## config.mk

```make
export PLATFORM = sky130hd
export DESIGN_NAME = irq_priority_pending_ctrl
export DESIGN_NICKNAME = d
export VERILOG_FILES = /design/src/verilog/irq_pkg.sv /design/src/verilog/irq_priority_pending_ctrl.sv /design/src/verilog/irq_line_state.sv /design/src/verilog/irq_select.sv
export SDC_FILE = /design/constraint.sdc
export NUM_CORES = 1
export LEC_CHECK = 0
export BUFFER_PORTS_ARGS = -buffer_cell sky130_fd_sc_hd__buf_2
export CORE_UTILIZATION = 35
export DETAILED_ROUTE_END_ITERATION = 10
export HOLD_SLACK_MARGIN = 0.02
export PLACE_DENSITY = 0.62
export SLEW_MARGIN = 20
export SYNTH_ARGS = -nofsm -noshare
export SYNTH_HDL_FRONTEND = slang
export SYNTH_SLANG_ARGS = --single-unit
```

## constraint.sdc

```tcl
create_clock -name pclk -period 12.6 [get_ports pclk]
set_input_delay 1.89 -clock pclk [delete_from_list [all_inputs] [get_ports pclk]]
set_output_delay 1.89 -clock pclk [all_outputs]
set_load 0.03 [all_outputs]
```

## src/verilog/irq_pkg.sv

```systemverilog
// shared constants of the interrupt priority/pending controller
// assumes a 32-bit APB slave port and one processor clock
package irq_pkg;

	// ************************************************************
	// sizes
	// ************************************************************
	localparam int N_IRQ    = 32;  // number of interrupt lines
	localparam int PRIO_W   = 2;   // stored priority bits per line
	localparam int PRIO_LSB = 6;   // stored bits sit at [7:6] of a lane
	localparam int LANE_W   = 8;   // one priority field per byte lane
	localparam int LANES    = 4;   // fields per priority word
	localparam int ADDR_W   = 12;  // decoded APB address bits

	// ************************************************************
	// register byte offsets
	// ************************************************************
	localparam logic [ADDR_W-1:0] OFS_SET_EN    = 12'h100;
	localparam logic [ADDR_W-1:0] OFS_CLR_EN    = 12'h180;
	localparam logic [ADDR_W-1:0] OFS_SET_PEND  = 12'h200;
	localparam logic [ADDR_W-1:0] OFS_CLR_PEND  = 12'h280;
	localparam logic [ADDR_W-1:0] OFS_ACTIVE    = 12'h300;
	localparam logic [ADDR_W-1:0] OFS_TYPE      = 12'h380;
	localparam logic [ADDR_W-1:0] OFS_PRIO_BASE = 12'h400;
	localparam logic [ADDR_W-1:0] OFS_PRIO_LAST = 12'h41C;

	// ************************************************************
	// reset values
	// ************************************************************
	localparam logic [31:0]       RST_WORD = 32'h00000000;
	localparam logic [PRIO_W-1:0] RST_PRIO = 2'h0;

	// apb phase seen by the slave, one-hot
	typedef enum logic [2:0] {
		PH_IDLE   = 3'b001,
		PH_SETUP  = 3'b010,
		PH_ACCESS = 3'b100
	} apb_phase_t;

endpackage : irq_pkg

```

## src/verilog/irq_priority_pending_ctrl.sv

```systemverilog
// interrupt pending/active tracking with per-line priority
// assumes an APB master on pclk, peripherals on irq_in and a
// core that strobes entry and return with the line number
`timescale 1ns/10ps

// Function
// - keep a two-bit priority for every interrupt in eight priority words.
// - interrupt M lives in word M/4, byte lane M mod 4.
// - priority values 0 to 3, smaller value wins.
// - only bits 7:6 of a lane stored; low six read zero.
// - pulse inputs sampled on each rising clock edge with ce high and latched pending.
// - pending on level while not active, rising edge, or set-pending write.
// - entry to service clears pending and marks active.
// - level return: pending again if input high, else inactive.
// - pulse during service gives pending and active; stays pending after return.
// - no pulse during service: return leaves the line inactive.
// - level clear-pending is ignored while the input is still high.
// - pulse clear-pending: pending to inactive, active-pending to active.
// - a disabled interrupt can still become pending.
// - only pending and enabled lines are presented, by priority.
// - clear-pending never changes the active state.
module irq_priority_pending_ctrl
	import irq_pkg::*;
#(
	parameter int N     = N_IRQ,
	parameter int IDX_W = $clog2(N_IRQ)
)(
	input  wire logic              pclk,
	input  wire logic              presetn,
	input  wire logic              ce,
	input  wire logic              psel,
	input  wire logic              penable,
	input  wire logic              pwrite,
	input  wire logic [ADDR_W-1:0] paddr,
	input  wire logic [31:0]       pwdata,
	output logic [31:0]            prdata,
	output logic                   pready,
	output logic                   pslverr,
	input  wire logic [N-1:0]      irq_in,
	input  wire logic              svc_enter,
	input  wire logic [IDX_W-1:0]  svc_enter_num,
	input  wire logic              svc_leave,
	input  wire logic [IDX_W-1:0]  svc_leave_num,
	output logic                   irq_req,
	output logic [IDX_W-1:0]       irq_num,
	output logic [PRIO_W-1:0]      irq_prio
);
	// ************************************************************
	// declarations
	// ************************************************************
	logic [N-1:0]        en_r;
	logic [N-1:0]        type_r;
	logic [PRIO_W-1:0]   prio_r [N];
	logic [N-1:0]        pend, act, cand;
	logic [N*PRIO_W-1:0] prio_flat;
	logic [N*LANE_W-1:0] prio_bytes;
	logic [31:0]         prdata_r, rd_word;
	logic                pslverr_r, rd_err;
	logic                irq_req_r;
	logic [IDX_W-1:0]    irq_num_r;
	logic [PRIO_W-1:0]   irq_prio_r;
	logic                sel_valid;
	logic [IDX_W-1:0]    sel_num;
	logic [PRIO_W-1:0]   sel_prio;
	apb_phase_t          phase;
	logic                setup, wr_take;
	logic                rd_cap_r;
	logic [N-1:0]        beats_win, ties_low;
	logic                hit_set_en, hit_clr_en, hit_set_pend, hit_clr_pend;
	logic                hit_active, hit_type, hit_prio;
	logic [2:0]          prio_idx;

	// ************************************************************
	// apb decode
	// ************************************************************
	// zero wait states while ce is high, except one when ce froze the setup edge of a
	// read: prdata must be loaded before the access may end
	assign pready   = ce & (pwrite | ~penable | rd_cap_r);
	assign setup    = psel & ~penable;
	assign wr_take  = ce & psel & penable & pwrite;
	assign phase    = !psel ? PH_IDLE : (penable ? PH_ACCESS : PH_SETUP);

	// word decode; bits 1:0 ignored except above 0x41C in the priority range, aligned use is assumed
	assign hit_set_en   = paddr[ADDR_W-1:2] == OFS_SET_EN[ADDR_W-1:2];
	assign hit_clr_en   = paddr[ADDR_W-1:2] == OFS_CLR_EN[ADDR_W-1:2];
	assign hit_set_pend = paddr[ADDR_W-1:2] == OFS_SET_PEND[ADDR_W-1:2];
	assign hit_clr_pend = paddr[ADDR_W-1:2] == OFS_CLR_PEND[ADDR_W-1:2];
	assign hit_active   = paddr[ADDR_W-1:2] == OFS_ACTIVE[ADDR_W-1:2];
	assign hit_type     = paddr[ADDR_W-1:2] == OFS_TYPE[ADDR_W-1:2];
	assign hit_prio     = paddr >= OFS_PRIO_BASE && paddr <= OFS_PRIO_LAST;
	assign prio_idx     = paddr[4:2];
	assign rd_err       = ~(hit_set_en | hit_clr_en | hit_set_pend | hit_clr_pend |
		hit_active | hit_type | hit_prio);

	// ************************************************************
	// read mux
	// ************************************************************
	// both set and clear views read back the same state
	assign rd_word = (hit_set_en | hit_clr_en)     ? en_r :
		(hit_set_pend | hit_clr_pend) ? pend :
		hit_active                    ? act :
		hit_type                      ? type_r :
		hit_prio                      ? prio_bytes[{prio_idx, 5'h00} +: 32] :
		RST_WORD;

	// read data caught in the setup cycle so prdata is a flop;
	// a state change during the access phase shows on the next read
	always_ff @(posedge pclk or negedge presetn) begin
		if (!presetn) begin
			prdata_r  <= RST_WORD;
			pslverr_r <= 1'b0;
			rd_cap_r  <= 1'b0;
		end else if (ce) begin
			// set once loaded, dropped when the access ends
			rd_cap_r <= psel & ~(penable & pready);
			if (phase != PH_IDLE && !rd_cap_r) begin
				prdata_r  <= pwrite ? RST_WORD : rd_word;
				pslverr_r <= rd_err;
			end
		end
	end

	assign prdata  = prdata_r;
	assign pslverr = pslverr_r & psel & penable & pready;

	// ************************************************************
	// enable and type words
	// ************************************************************
	// type bit high selects pulse detection for that line
	always_ff @(posedge pclk or negedge presetn) begin
		if (!presetn) begin
			en_r   <= RST_WORD[N-1:0];
			type_r <= RST_WORD[N-1:0];
		end else if (wr_take) begin
			if (hit_set_en)
				en_r <= en_r | pwdata[N-1:0];
			else if (hit_clr_en)
				en_r <= en_r & ~pwdata[N-1:0];
			if (hit_type)
				type_r <= pwdata[N-1:0];
		end
	end

	// ************************************************************
	// per-line priority and state
	// ************************************************************
	for (genvar i = 0; i < N; i++) begin : g_line
		logic prio_we;
		logic set_pend_w, clr_pend_w, enter_i, leave_i;

		// field lives in word i/4, lane i%4, bits [7:6] of that lane
		assign prio_we = wr_take & hit_prio & (prio_idx == 3'(i / LANES));

		always_ff @(posedge pclk or negedge presetn) begin
			if (!presetn)
				prio_r[i] <= RST_PRIO;
			else if (prio_we)
				prio_r[i] <= pwdata[(i % LANES) * LANE_W + PRIO_LSB +: PRIO_W];
		end

		// low six bits of each lane are constant zero
		assign prio_bytes[i*LANE_W +: LANE_W] = {prio_r[i], {PRIO_LSB{1'b0}}};
		assign prio_flat[i*PRIO_W +: PRIO_W]  = prio_r[i];

		// candidates that should have beaten the chosen line, for checks
		assign beats_win[i] = cand[i] & (prio_r[i] < sel_prio);
		assign ties_low[i]  = cand[i] & (prio_r[i] == sel_prio) & (IDX_W'(i) < sel_num);

		// set-pending ignores the enable bit
		assign set_pend_w = wr_take & hit_set_pend & pwdata[i];
		assign clr_pend_w = wr_take & hit_clr_pend & pwdata[i];
		assign enter_i    = svc_enter & (svc_enter_num == IDX_W'(i));
		assign leave_i    = svc_leave & (svc_leave_num == IDX_W'(i));

		irq_line_state u_state (
			.pclk     (pclk),
			.presetn  (presetn),
			.ce       (ce),
			.irq_in   (irq_in[i]),
			.is_pulse (type_r[i]),
			.set_pend (set_pend_w),
			.clr_pend (clr_pend_w),
			.enter    (enter_i),
			.leave    (leave_i),
			.pend     (pend[i]),
			.act      (act[i])
		);
	end

	// ************************************************************
	// presentation to the core
	// ************************************************************
	// an active line is not offered again until it returns
	assign cand = pend & en_r & ~act;

	irq_select #(
		.N     (N),
		.W     (PRIO_W),
		.IDX_W (IDX_W)
	) u_select (
		.cand      (cand),
		.prio_flat (prio_flat),
		.valid     (sel_valid),
		.num       (sel_num),
		.prio      (sel_prio)
	);

	// one cycle of latency buys a clean flop-driven request
	always_ff @(posedge pclk or negedge presetn) begin
		if (!presetn) begin
			irq_req_r  <= 1'b0;
			irq_num_r  <= '0;
			irq_prio_r <= RST_PRIO;
		end else if (ce) begin
			irq_req_r  <= sel_valid;
			irq_num_r  <= sel_num;
			irq_prio_r <= sel_prio;
		end
	end

	assign irq_req  = irq_req_r;
	assign irq_num  = irq_num_r;
	assign irq_prio = irq_prio_r;
endmodule : irq_priority_pending_ctrl

```

## src/verilog/irq_line_state.sv

```systemverilog
// pending/active state of one interrupt line
// assumes irq_in synchronous to pclk and strobes of one cycle
`timescale 1ns/10ps
module irq_line_state
	import irq_pkg::*;
(
	input  wire logic pclk,
	input  wire logic presetn,
	input  wire logic ce,
	input  wire logic irq_in,
	input  wire logic is_pulse,
	input  wire logic set_pend,
	input  wire logic clr_pend,
	input  wire logic enter,
	input  wire logic leave,
	output logic      pend,
	output logic      act
);
	logic pend_r, pend_nxt;
	logic act_r, act_nxt;
	logic prev_r;
	logic rise, lvl_set, hw_set, clr_ok;

	// ************************************************************
	// next state
	// ************************************************************
	// edge seen on the clock, so a pulse must last one full cycle
	assign rise     = irq_in & ~prev_r;
	// level repends only while not active, or right at return
	assign lvl_set  = ~is_pulse & irq_in & ((~act_r & ~enter) | leave);
	assign hw_set   = set_pend | lvl_set | (is_pulse & rise);
	// a held level swallows the clear, a pulse never does
	assign clr_ok   = clr_pend & ~(~is_pulse & irq_in);
	// sets win over entry and clear in the same cycle
	assign pend_nxt = (pend_r & ~enter & ~clr_ok) | hw_set;
	// the clear does not touch act
	assign act_nxt  = (act_r & ~leave) | enter;

	// state flops, frozen while ce is low
	always_ff @(posedge pclk or negedge presetn) begin
		if (!presetn) begin
			pend_r <= 1'b0;
			act_r  <= 1'b0;
			prev_r <= 1'b0;
		end else if (ce) begin
			pend_r <= pend_nxt;
			act_r  <= act_nxt;
			prev_r <= irq_in;
		end
	end

	assign pend = pend_r;
	assign act  = act_r;
endmodule : irq_line_state

```

## src/verilog/irq_select.sv

```systemverilog
// picks the best enabled pending line by priority then number
// purely combinational; the caller registers the result
`timescale 1ns/10ps
module irq_select
	import irq_pkg::*;
#(
	parameter int N     = N_IRQ,
	parameter int W     = PRIO_W,
	parameter int IDX_W = $clog2(N_IRQ)
)(
	input  wire logic [N-1:0]   cand,
	input  wire logic [N*W-1:0] prio_flat,
	output logic                valid,
	output logic [IDX_W-1:0]    num,
	output logic [W-1:0]        prio
);
	// ************************************************************
	// linear scan
	// ************************************************************
	// strict less-than keeps the lower number on a tie; a tree
	// would be faster but 32 lines fit one cycle at 100 MHz
	always_comb begin
		valid = 1'b0;
		num   = '0;
		prio  = '1;
		for (int i = 0; i < N; i++) begin
			if (cand[i] && (!valid || prio_flat[i*W +: W] < prio)) begin
				valid = 1'b1;
				num   = IDX_W'(i);
				prio  = prio_flat[i*W +: W];
			end
		end
	end

endmodule : irq_select

```

# --- Yosys cells after proc, flatten, opt, wreduce, memory -nomap -nowiden ---
# Cells that the tools add are included.
totals:
  ff_bits: 266
  wordCells: 1292
  mem_bits_rw: 0
  latch_bits: 0
  output_inout_bits: 42
  n_memories: 0
  rom_bits: 0
classes:
  n_eq_ne: 76
  div_mod_pow: 0
  n_shift: 1
  n_lt_le_gt_ge: 33
  n_reduce_logical: 103
  add_sub_neg: 0
  mul: 0
  n_mux: 105
  bitwise: 838
ops:
  columns: ["operator", "count"]
  rows:
  - ["$and A1 B1 Y1", 436]
  - ["$mux W32", 8]
  - ["$shiftx A256 B9 Y32", 1]
  - ["$not A1 Y1", 227]
  - ["$or A1 B1 Y1", 169]
  - ["$eq A5 B5 Y1 const B", 32]
  - ["$and A32 B32 Y32", 3]
  - ["$eq A5 B4 Y1 const B", 16]
  - ["$mux W5", 16]
  - ["$mux W2", 34]
  - ["$not A32 Y32", 2]
  - ["$lt A2 B2 Y1", 31]
  - ["$eq A10 B8 Y1 const B", 4]
  - ["$eq A5 B3 Y1 const B", 8]
  - ["$logic_and A1 B1 Y1", 33]
  - ["$mux W1", 33]
  - ["$logic_not A1 Y1", 32]
  - ["$mux W4", 8]
  - ["$or A32 B32 Y32", 1]
  - ["$logic_or A1 B1 Y1", 31]
  - ["$eq A10 B7 Y1 const B", 2]
  - ["$eq A5 B2 Y1 const B", 4]
  - ["$mux W3", 6]
  - ["$eq A3 B3 Y1 const B", 4]
  - ["10 further kinds", 15]

# --- Longest topological paths before layout ---
logic_depth:
  ltp_word: 127
  ltp_mapped: 33

# --- By module ---
# Synthesis repeated with hierarchy kept, for this count alone.
hier_totals:
  hier_cells: 1961
  hier_area_um2: 17684.5
by_module_without_submodules:
  columns: ["mod", "n_inst", "cells_per_inst", "seq_area_each_um2", "area_each_um2"]
  rows:
  - ["irq_priority_pending_ctrl", 1, 901, 4254.1, 9263.9]
  - ["irq_line_state", 32, 15, 75.1, 156.4]
  - ["irq_select", 1, 580, 0.0, 3415.8]

# --- Worst setup path after synthesis ---
# OpenSTA, ideal clock, no wires.
synth_timing:
  path_kind: "reg2reg"
  from: "reg g_line[2].u_state.pend_r"
  to: "reg irq_num_r[3], in the netlist irq_num[3]"
  setup_slack_ns: 5.461
  arrival_time_ns: 7.001
  synth_period_minus_slack_ns: 7.139
  setup_time_ns: 0.139
  stages_incl_launch_ff: 31
  required_time_ns: 12.461
  cell_sequence: "dfrtp_1 -> and3b_1 -> nor3_2 -> o211ai_1 -> a2111oi_2 -> o311ai_1 -> a22oi_2 -> o311a_4 -> o31ai_4 -> o41ai_4 -> o21ai_2 -> a211oi_4 -> o211ai_2 -> a41oi_1 -> o21ai_1 -> nand3_2 -> o22ai_1 -> a21o_4 -> o41a_2 -> mux2i_1 -> ha_1 -> a2111oi_1 -> o21ai_0 -> and2_1 -> or2_1 -> ha_1 -> o211ai_1 -> nand2_1 -> a41oi_4 -> a2111oi_2 -> a31oi_1"
synth_via:
  elab_chain_cells: 120
  elab_cells_between_ends: 201
synth_lines:
  columns: ["element", "line", "source"]
  rows:
  - ["from (decl)", "irq_line_state.sv:19", "logic pend_r, pend_nxt;"]
  - ["from (signal assigned)", "irq_line_state.sv:46", "pend_r <= pend_nxt;"]
  - ["$and A32 B32 Y32 (*) (2 in a row)", "irq_priority_pending_ctrl.sv:194", "assign cand = pend & en_r & ~act;"]
  - ["$logic_and A1 B1 Y1 (*)", "irq_select.sv:27", "if (cand[i] && (!valid || prio_flat[i*W +: W] < prio)) begin"]
  - ["$mux W2 or $mux W1 (tied branches)", "irq_select.sv:27", null]
  - ["$lt A2 B2 Y1 or $logic_not A1 Y1 (tied branches)", "irq_select.sv:27", null]
  - ["$logic_or A1 B1 Y1", "irq_select.sv:27", null]
  - ["$logic_and A1 B1 Y1", "irq_select.sv:27", null]
  - ["$mux W2 or $mux W1 (tied branches)", "irq_select.sv:27", null]
  - ["$lt A2 B2 Y1 or $logic_not A1 Y1 (tied branches)", "irq_select.sv:27", null]
  - ["[... 103 more ...]", null, null]
  - ["$lt A2 B2 Y1 or $logic_not A1 Y1 (tied branches)", "irq_select.sv:27", null]
  - ["$logic_or A1 B1 Y1", "irq_select.sv:27", null]
  - ["$logic_and A1 B1 Y1", "irq_select.sv:27", null]
  - ["$mux W2 or $mux W1 (tied branches)", "irq_select.sv:27", null]
  - ["$lt A2 B2 Y1 or $logic_not A1 Y1 (tied branches)", "irq_select.sv:27", null]
  - ["$logic_or A1 B1 Y1", "irq_select.sv:27", null]
  - ["$logic_and A1 B1 Y1", "irq_select.sv:27", null]
  - ["$mux W5 (*)", "irq_select.sv:27", null]
  - ["to (signal assigned)", "irq_priority_pending_ctrl.sv:216", "irq_num_r <= sel_num;"]
  - ["to (decl)", "irq_priority_pending_ctrl.sv:60", "logic [IDX_W-1:0] irq_num_r;"]
# Mark *: on every way between the ends. The rest lies on a longest branch, timed or not.
# A chain may end at the register's enable or synchronous reset.

# --- Worst setup path in the final report ---
layout_timing:
  from: "reg g_line[1].u_state.act_r"
  to: "reg irq_num_r[4], in the netlist irq_num[4]"
layout_via:
  elab_chain_cells: 124
  elab_cells_between_ends: 199
layout_lines:
  columns: ["element", "line", "source"]
  rows:
  - ["from (decl)", "irq_line_state.sv:20", "logic act_r, act_nxt;"]
  - ["from (signal assigned)", "irq_line_state.sv:47", "act_r <= act_nxt;"]
  - ["$not A32 Y32 (*)", "irq_priority_pending_ctrl.sv:194", null]
  - ["$and A32 B32 Y32 (*)", "irq_priority_pending_ctrl.sv:194", null]
  - ["$logic_and A1 B1 Y1 (*)", "irq_select.sv:27", null]
  - ["$mux W2 or $mux W1 (tied branches)", "irq_select.sv:27", null]
  - ["$lt A2 B2 Y1 or $logic_not A1 Y1 (tied branches)", "irq_select.sv:27", null]
  - ["$logic_or A1 B1 Y1", "irq_select.sv:27", null]
  - ["$logic_and A1 B1 Y1", "irq_select.sv:27", null]
  - ["$mux W2 or $mux W1 (tied branches)", "irq_select.sv:27", null]
  - ["[... 108 more ...]", null, null]
  - ["$lt A2 B2 Y1 or $logic_not A1 Y1 (tied branches)", "irq_select.sv:27", null]
  - ["$logic_or A1 B1 Y1", "irq_select.sv:27", null]
  - ["$logic_and A1 B1 Y1", "irq_select.sv:27", null]
  - ["$mux W2 or $mux W1 (tied branches)", "irq_select.sv:27", null]
  - ["$lt A2 B2 Y1 or $logic_not A1 Y1 (tied branches)", "irq_select.sv:27", null]
  - ["$logic_or A1 B1 Y1", "irq_select.sv:27", null]
  - ["$logic_and A1 B1 Y1", "irq_select.sv:27", null]
  - ["$mux W5 (*)", "irq_select.sv:27", null]
# Marks and branches as above.

==> results.sh <==
export IMPL_cts_hold_buf=0
export IMPL_initialDrtViolationCount=1523
export IMPL_synth_largest_area_cell="dfrtp_1"
export IMPL_leakage_uw=0.00825
export IMPL_post_cts_buffers=0
export IMPL_drive_gt1_share_pct=21.3
export IMPL_die_area_um2=47900
export IMPL_place_area_um2=17700
export IMPL_setup_viol=0
export IMPL_htree_num_levels=1
export IMPL_hold_path_class="reg2reg"
export IMPL_grt_first_pass_wirelength_um=90100
export IMPL_portBuffers=135
export IMPL_skew_ps=7.33
export IMPL_critical_path_arrival_ps=8890
export IMPL_grt_max_degree=73
export IMPL_clkSlewWorstSetupHoldPaths_ps=60
export IMPL_clock_sinks=266
export IMPL_num_vias=15117
export IMPL_synth_edff_count=0
export IMPL_fillers=4635
export IMPL_crit_path_max_incr_delay_ps=630
export IMPL_slew_violations=0
export IMPL_gp_congestion=0.930
export IMPL_synth_top_area_share_pct=40.4
export IMPL_rsz0062_at_grt="false"
export IMPL_initial_core_util_pct=35.4
export IMPL_synth_async_sr_flop_share_pct=100
export IMPL_avgViaCountPerCell=5.99
export IMPL_crit_type="reg2reg"
export IMPL_avgSynthCellArea_um2=9.13
export IMPL_cp_required_ps=13030
export IMPL_netlist_top_cells_count="dfrtp_1 (266), nand2_1 (195), o21ai_0 (170)"
export IMPL_area_growth_pct=13.8
export IMPL_ant_nets=0
export IMPL_drt_wirelength_per_cell_um=23.4
export IMPL_vdd_drop_max_mv=0.104
export IMPL_ys_ff_latch=266
export IMPL_antenna_found_initial=4
export IMPL_rows=79
export IMPL_synthFlopType="dfrtp_1"
export IMPL_crit_path_start_kind="flop"
export IMPL_power_density_nw_per_um2=111
export IMPL_final_hold_viol_count=0
export IMPL_end_kind="flop"
export IMPL_synth_cell_types=105
export IMPL_clock_latency_ps=580
export IMPL_syn_nets=1900
export IMPL_post_cts_resized=0
export IMPL_die_y_um=219
export IMPL_drtPass1Iterations=8
export IMPL_coreArea_um2=46500
export IMPL_route_detailed_drc=0
export IMPL_critPathMaxFanout=11
export IMPL_setup_ws_ps=4140
export IMPL_yosys_top_cells_area="dfrtp_1 (40%), mux2_2 (8.3%), o21ai_0 (5.2%)"
export IMPL_cp_top_family="compound AO/OA/AOI/OAI gates"
export IMPL_worstMarginPinSlew_ps=1100
export IMPL_period_share_pct=67.2
export IMPL_setup_tns_ps=0
export IMPL_fmax_mhz=118
export IMPL_slew_headroom_pct=26.4
export IMPL_clockRootBuffer="clkbuf_16"
export IMPL_cts_buffer_depth=3
export IMPL_yosysWarningCount=0
export IMPL_dp_hpwl_um=42100
export IMPL_seq_area_frac_synth_pct=40.4
export IMPL_yosysMostFrequentCell="dfrtp_1"
export IMPL_synthCells=1803
export IMPL_io_pins=136
export IMPL_die_w_um=219
export IMPL_outcome="completed"
export IMPL_wirelength_um=59000
export IMPL_cts_tree="built"
export IMPL_power_uw=2080
export IMPL_cp_num_buf_inv=0
export IMPL_nets=1990
export IMPL_gr_usage_all_layers_pct=24.6
export IMPL_crit_path_frequent_cell="ha_1"
export IMPL_grt_remaining_overflow=0
export IMPL_synth_cell_area_um2=16500
export IMPL_fin_area_um2=18700
export IMPL_timing_final_crit_period_ps=8460
export IMPL_critPathSlowestCell="a41oi_1"
export IMPL_cap_violations=0
export IMPL_preCtsSetupSlack_ps=4240
export IMPL_grt_pass1_vias=14741
export IMPL_cts_made_buffers=30
[final timing paths]
kind,from,endpoint,slack (ps),cells after the start
worst min-delay path,prdata[14],prdata[14],480,1
max in group asynchronous,presetn,g_line[30].u_state.prev_r,9180,3
worst max register to register,g_line[1].u_state.act,irq_num[4],4140,30
worst max-delay path,g_line[1].u_state.act,irq_num[4],4140,30
worst min register to register,prdata[14],prdata[14],480,1
min in group asynchronous,presetn,prio_bytes[47],1280,1
[cells in the final DEF (no fill, tap or decap), drive strengths merged, types with 14 or more instances in the layout]
cell,netlist,layout
a22oi,14,14
buf,14,154
o311a,21,21
nand2,195,195
a21o,24,24
nand3,27,27
nor2,163,163
dfrtp,266,266
nor3,25,25
mux4,16,16
mux2i,33,33
a31oi,48,48
a221oi,27,27
a21oi,161,161
nand3b,33,33
or2,23,23
clkbuf,82,41
o22ai,16,16
nand2b,18,18
a211oi,15,15
nor2b,35,35
o21bai,15,15
inv,44,45
a22o,18,18
o21ai,179,179
mux2,121,121
[cell families after synthesis]
family / after synthesis / share of synthesized area (%)
fa+ha+maj: 12 / 0.775
simple gates: 579 / 17.1
buf+inv: 140 / 3.36
flops: 266 / 40.4
compound gates: 636 / 25.8
mux: 170 / 12.5
[metrics by stage]
step | util, % | cells | hold WS [ps]
after floorplan | - | 1803 | 444
after global placement | 38.1 | 2468 | 456
after detailed placement | 38.1 | 2468 | 466
after CTS | 40.3 | 2522 | 481
after global routing | 40.3 | 2523 | 515
final | 40.3 | 2524 | 476
[per-layer routing]
| metal | share of wire, % | global-route usage [%] |
|---|---|---|
| met3 | 7.9 | 4.99 |
| met2 | 44 | 37.7 |
| met4 | 3.8 | 9.93 |
| met5 | 0.030 | 0 |
| met1 | 44 | 33.9 |
[area by class of cell]
class	count	area [um2]	share of cell area, %
Timing Repair Buffer	154	831	4.43
Tap cell	607	759	4.05
Clock inverter	13	154	0.821
Antenna cell	2	5.00	0.0267
Multi-Input combinational cell	1397	9280	49.5
Clock buffer	41	883	4.71
Sequential cell	266	6660	35.5
Inverter	44	165	0.882
[power by group]
part	total [uW]	switching (uW)	internal, uW	leakage [uW]
registers	929	37.3	892	0.00339
clock network	922	373	549	0.000503
logic	226	139	86.4	0.00436
Note: power is estimated with default switching activity, not from simulation.
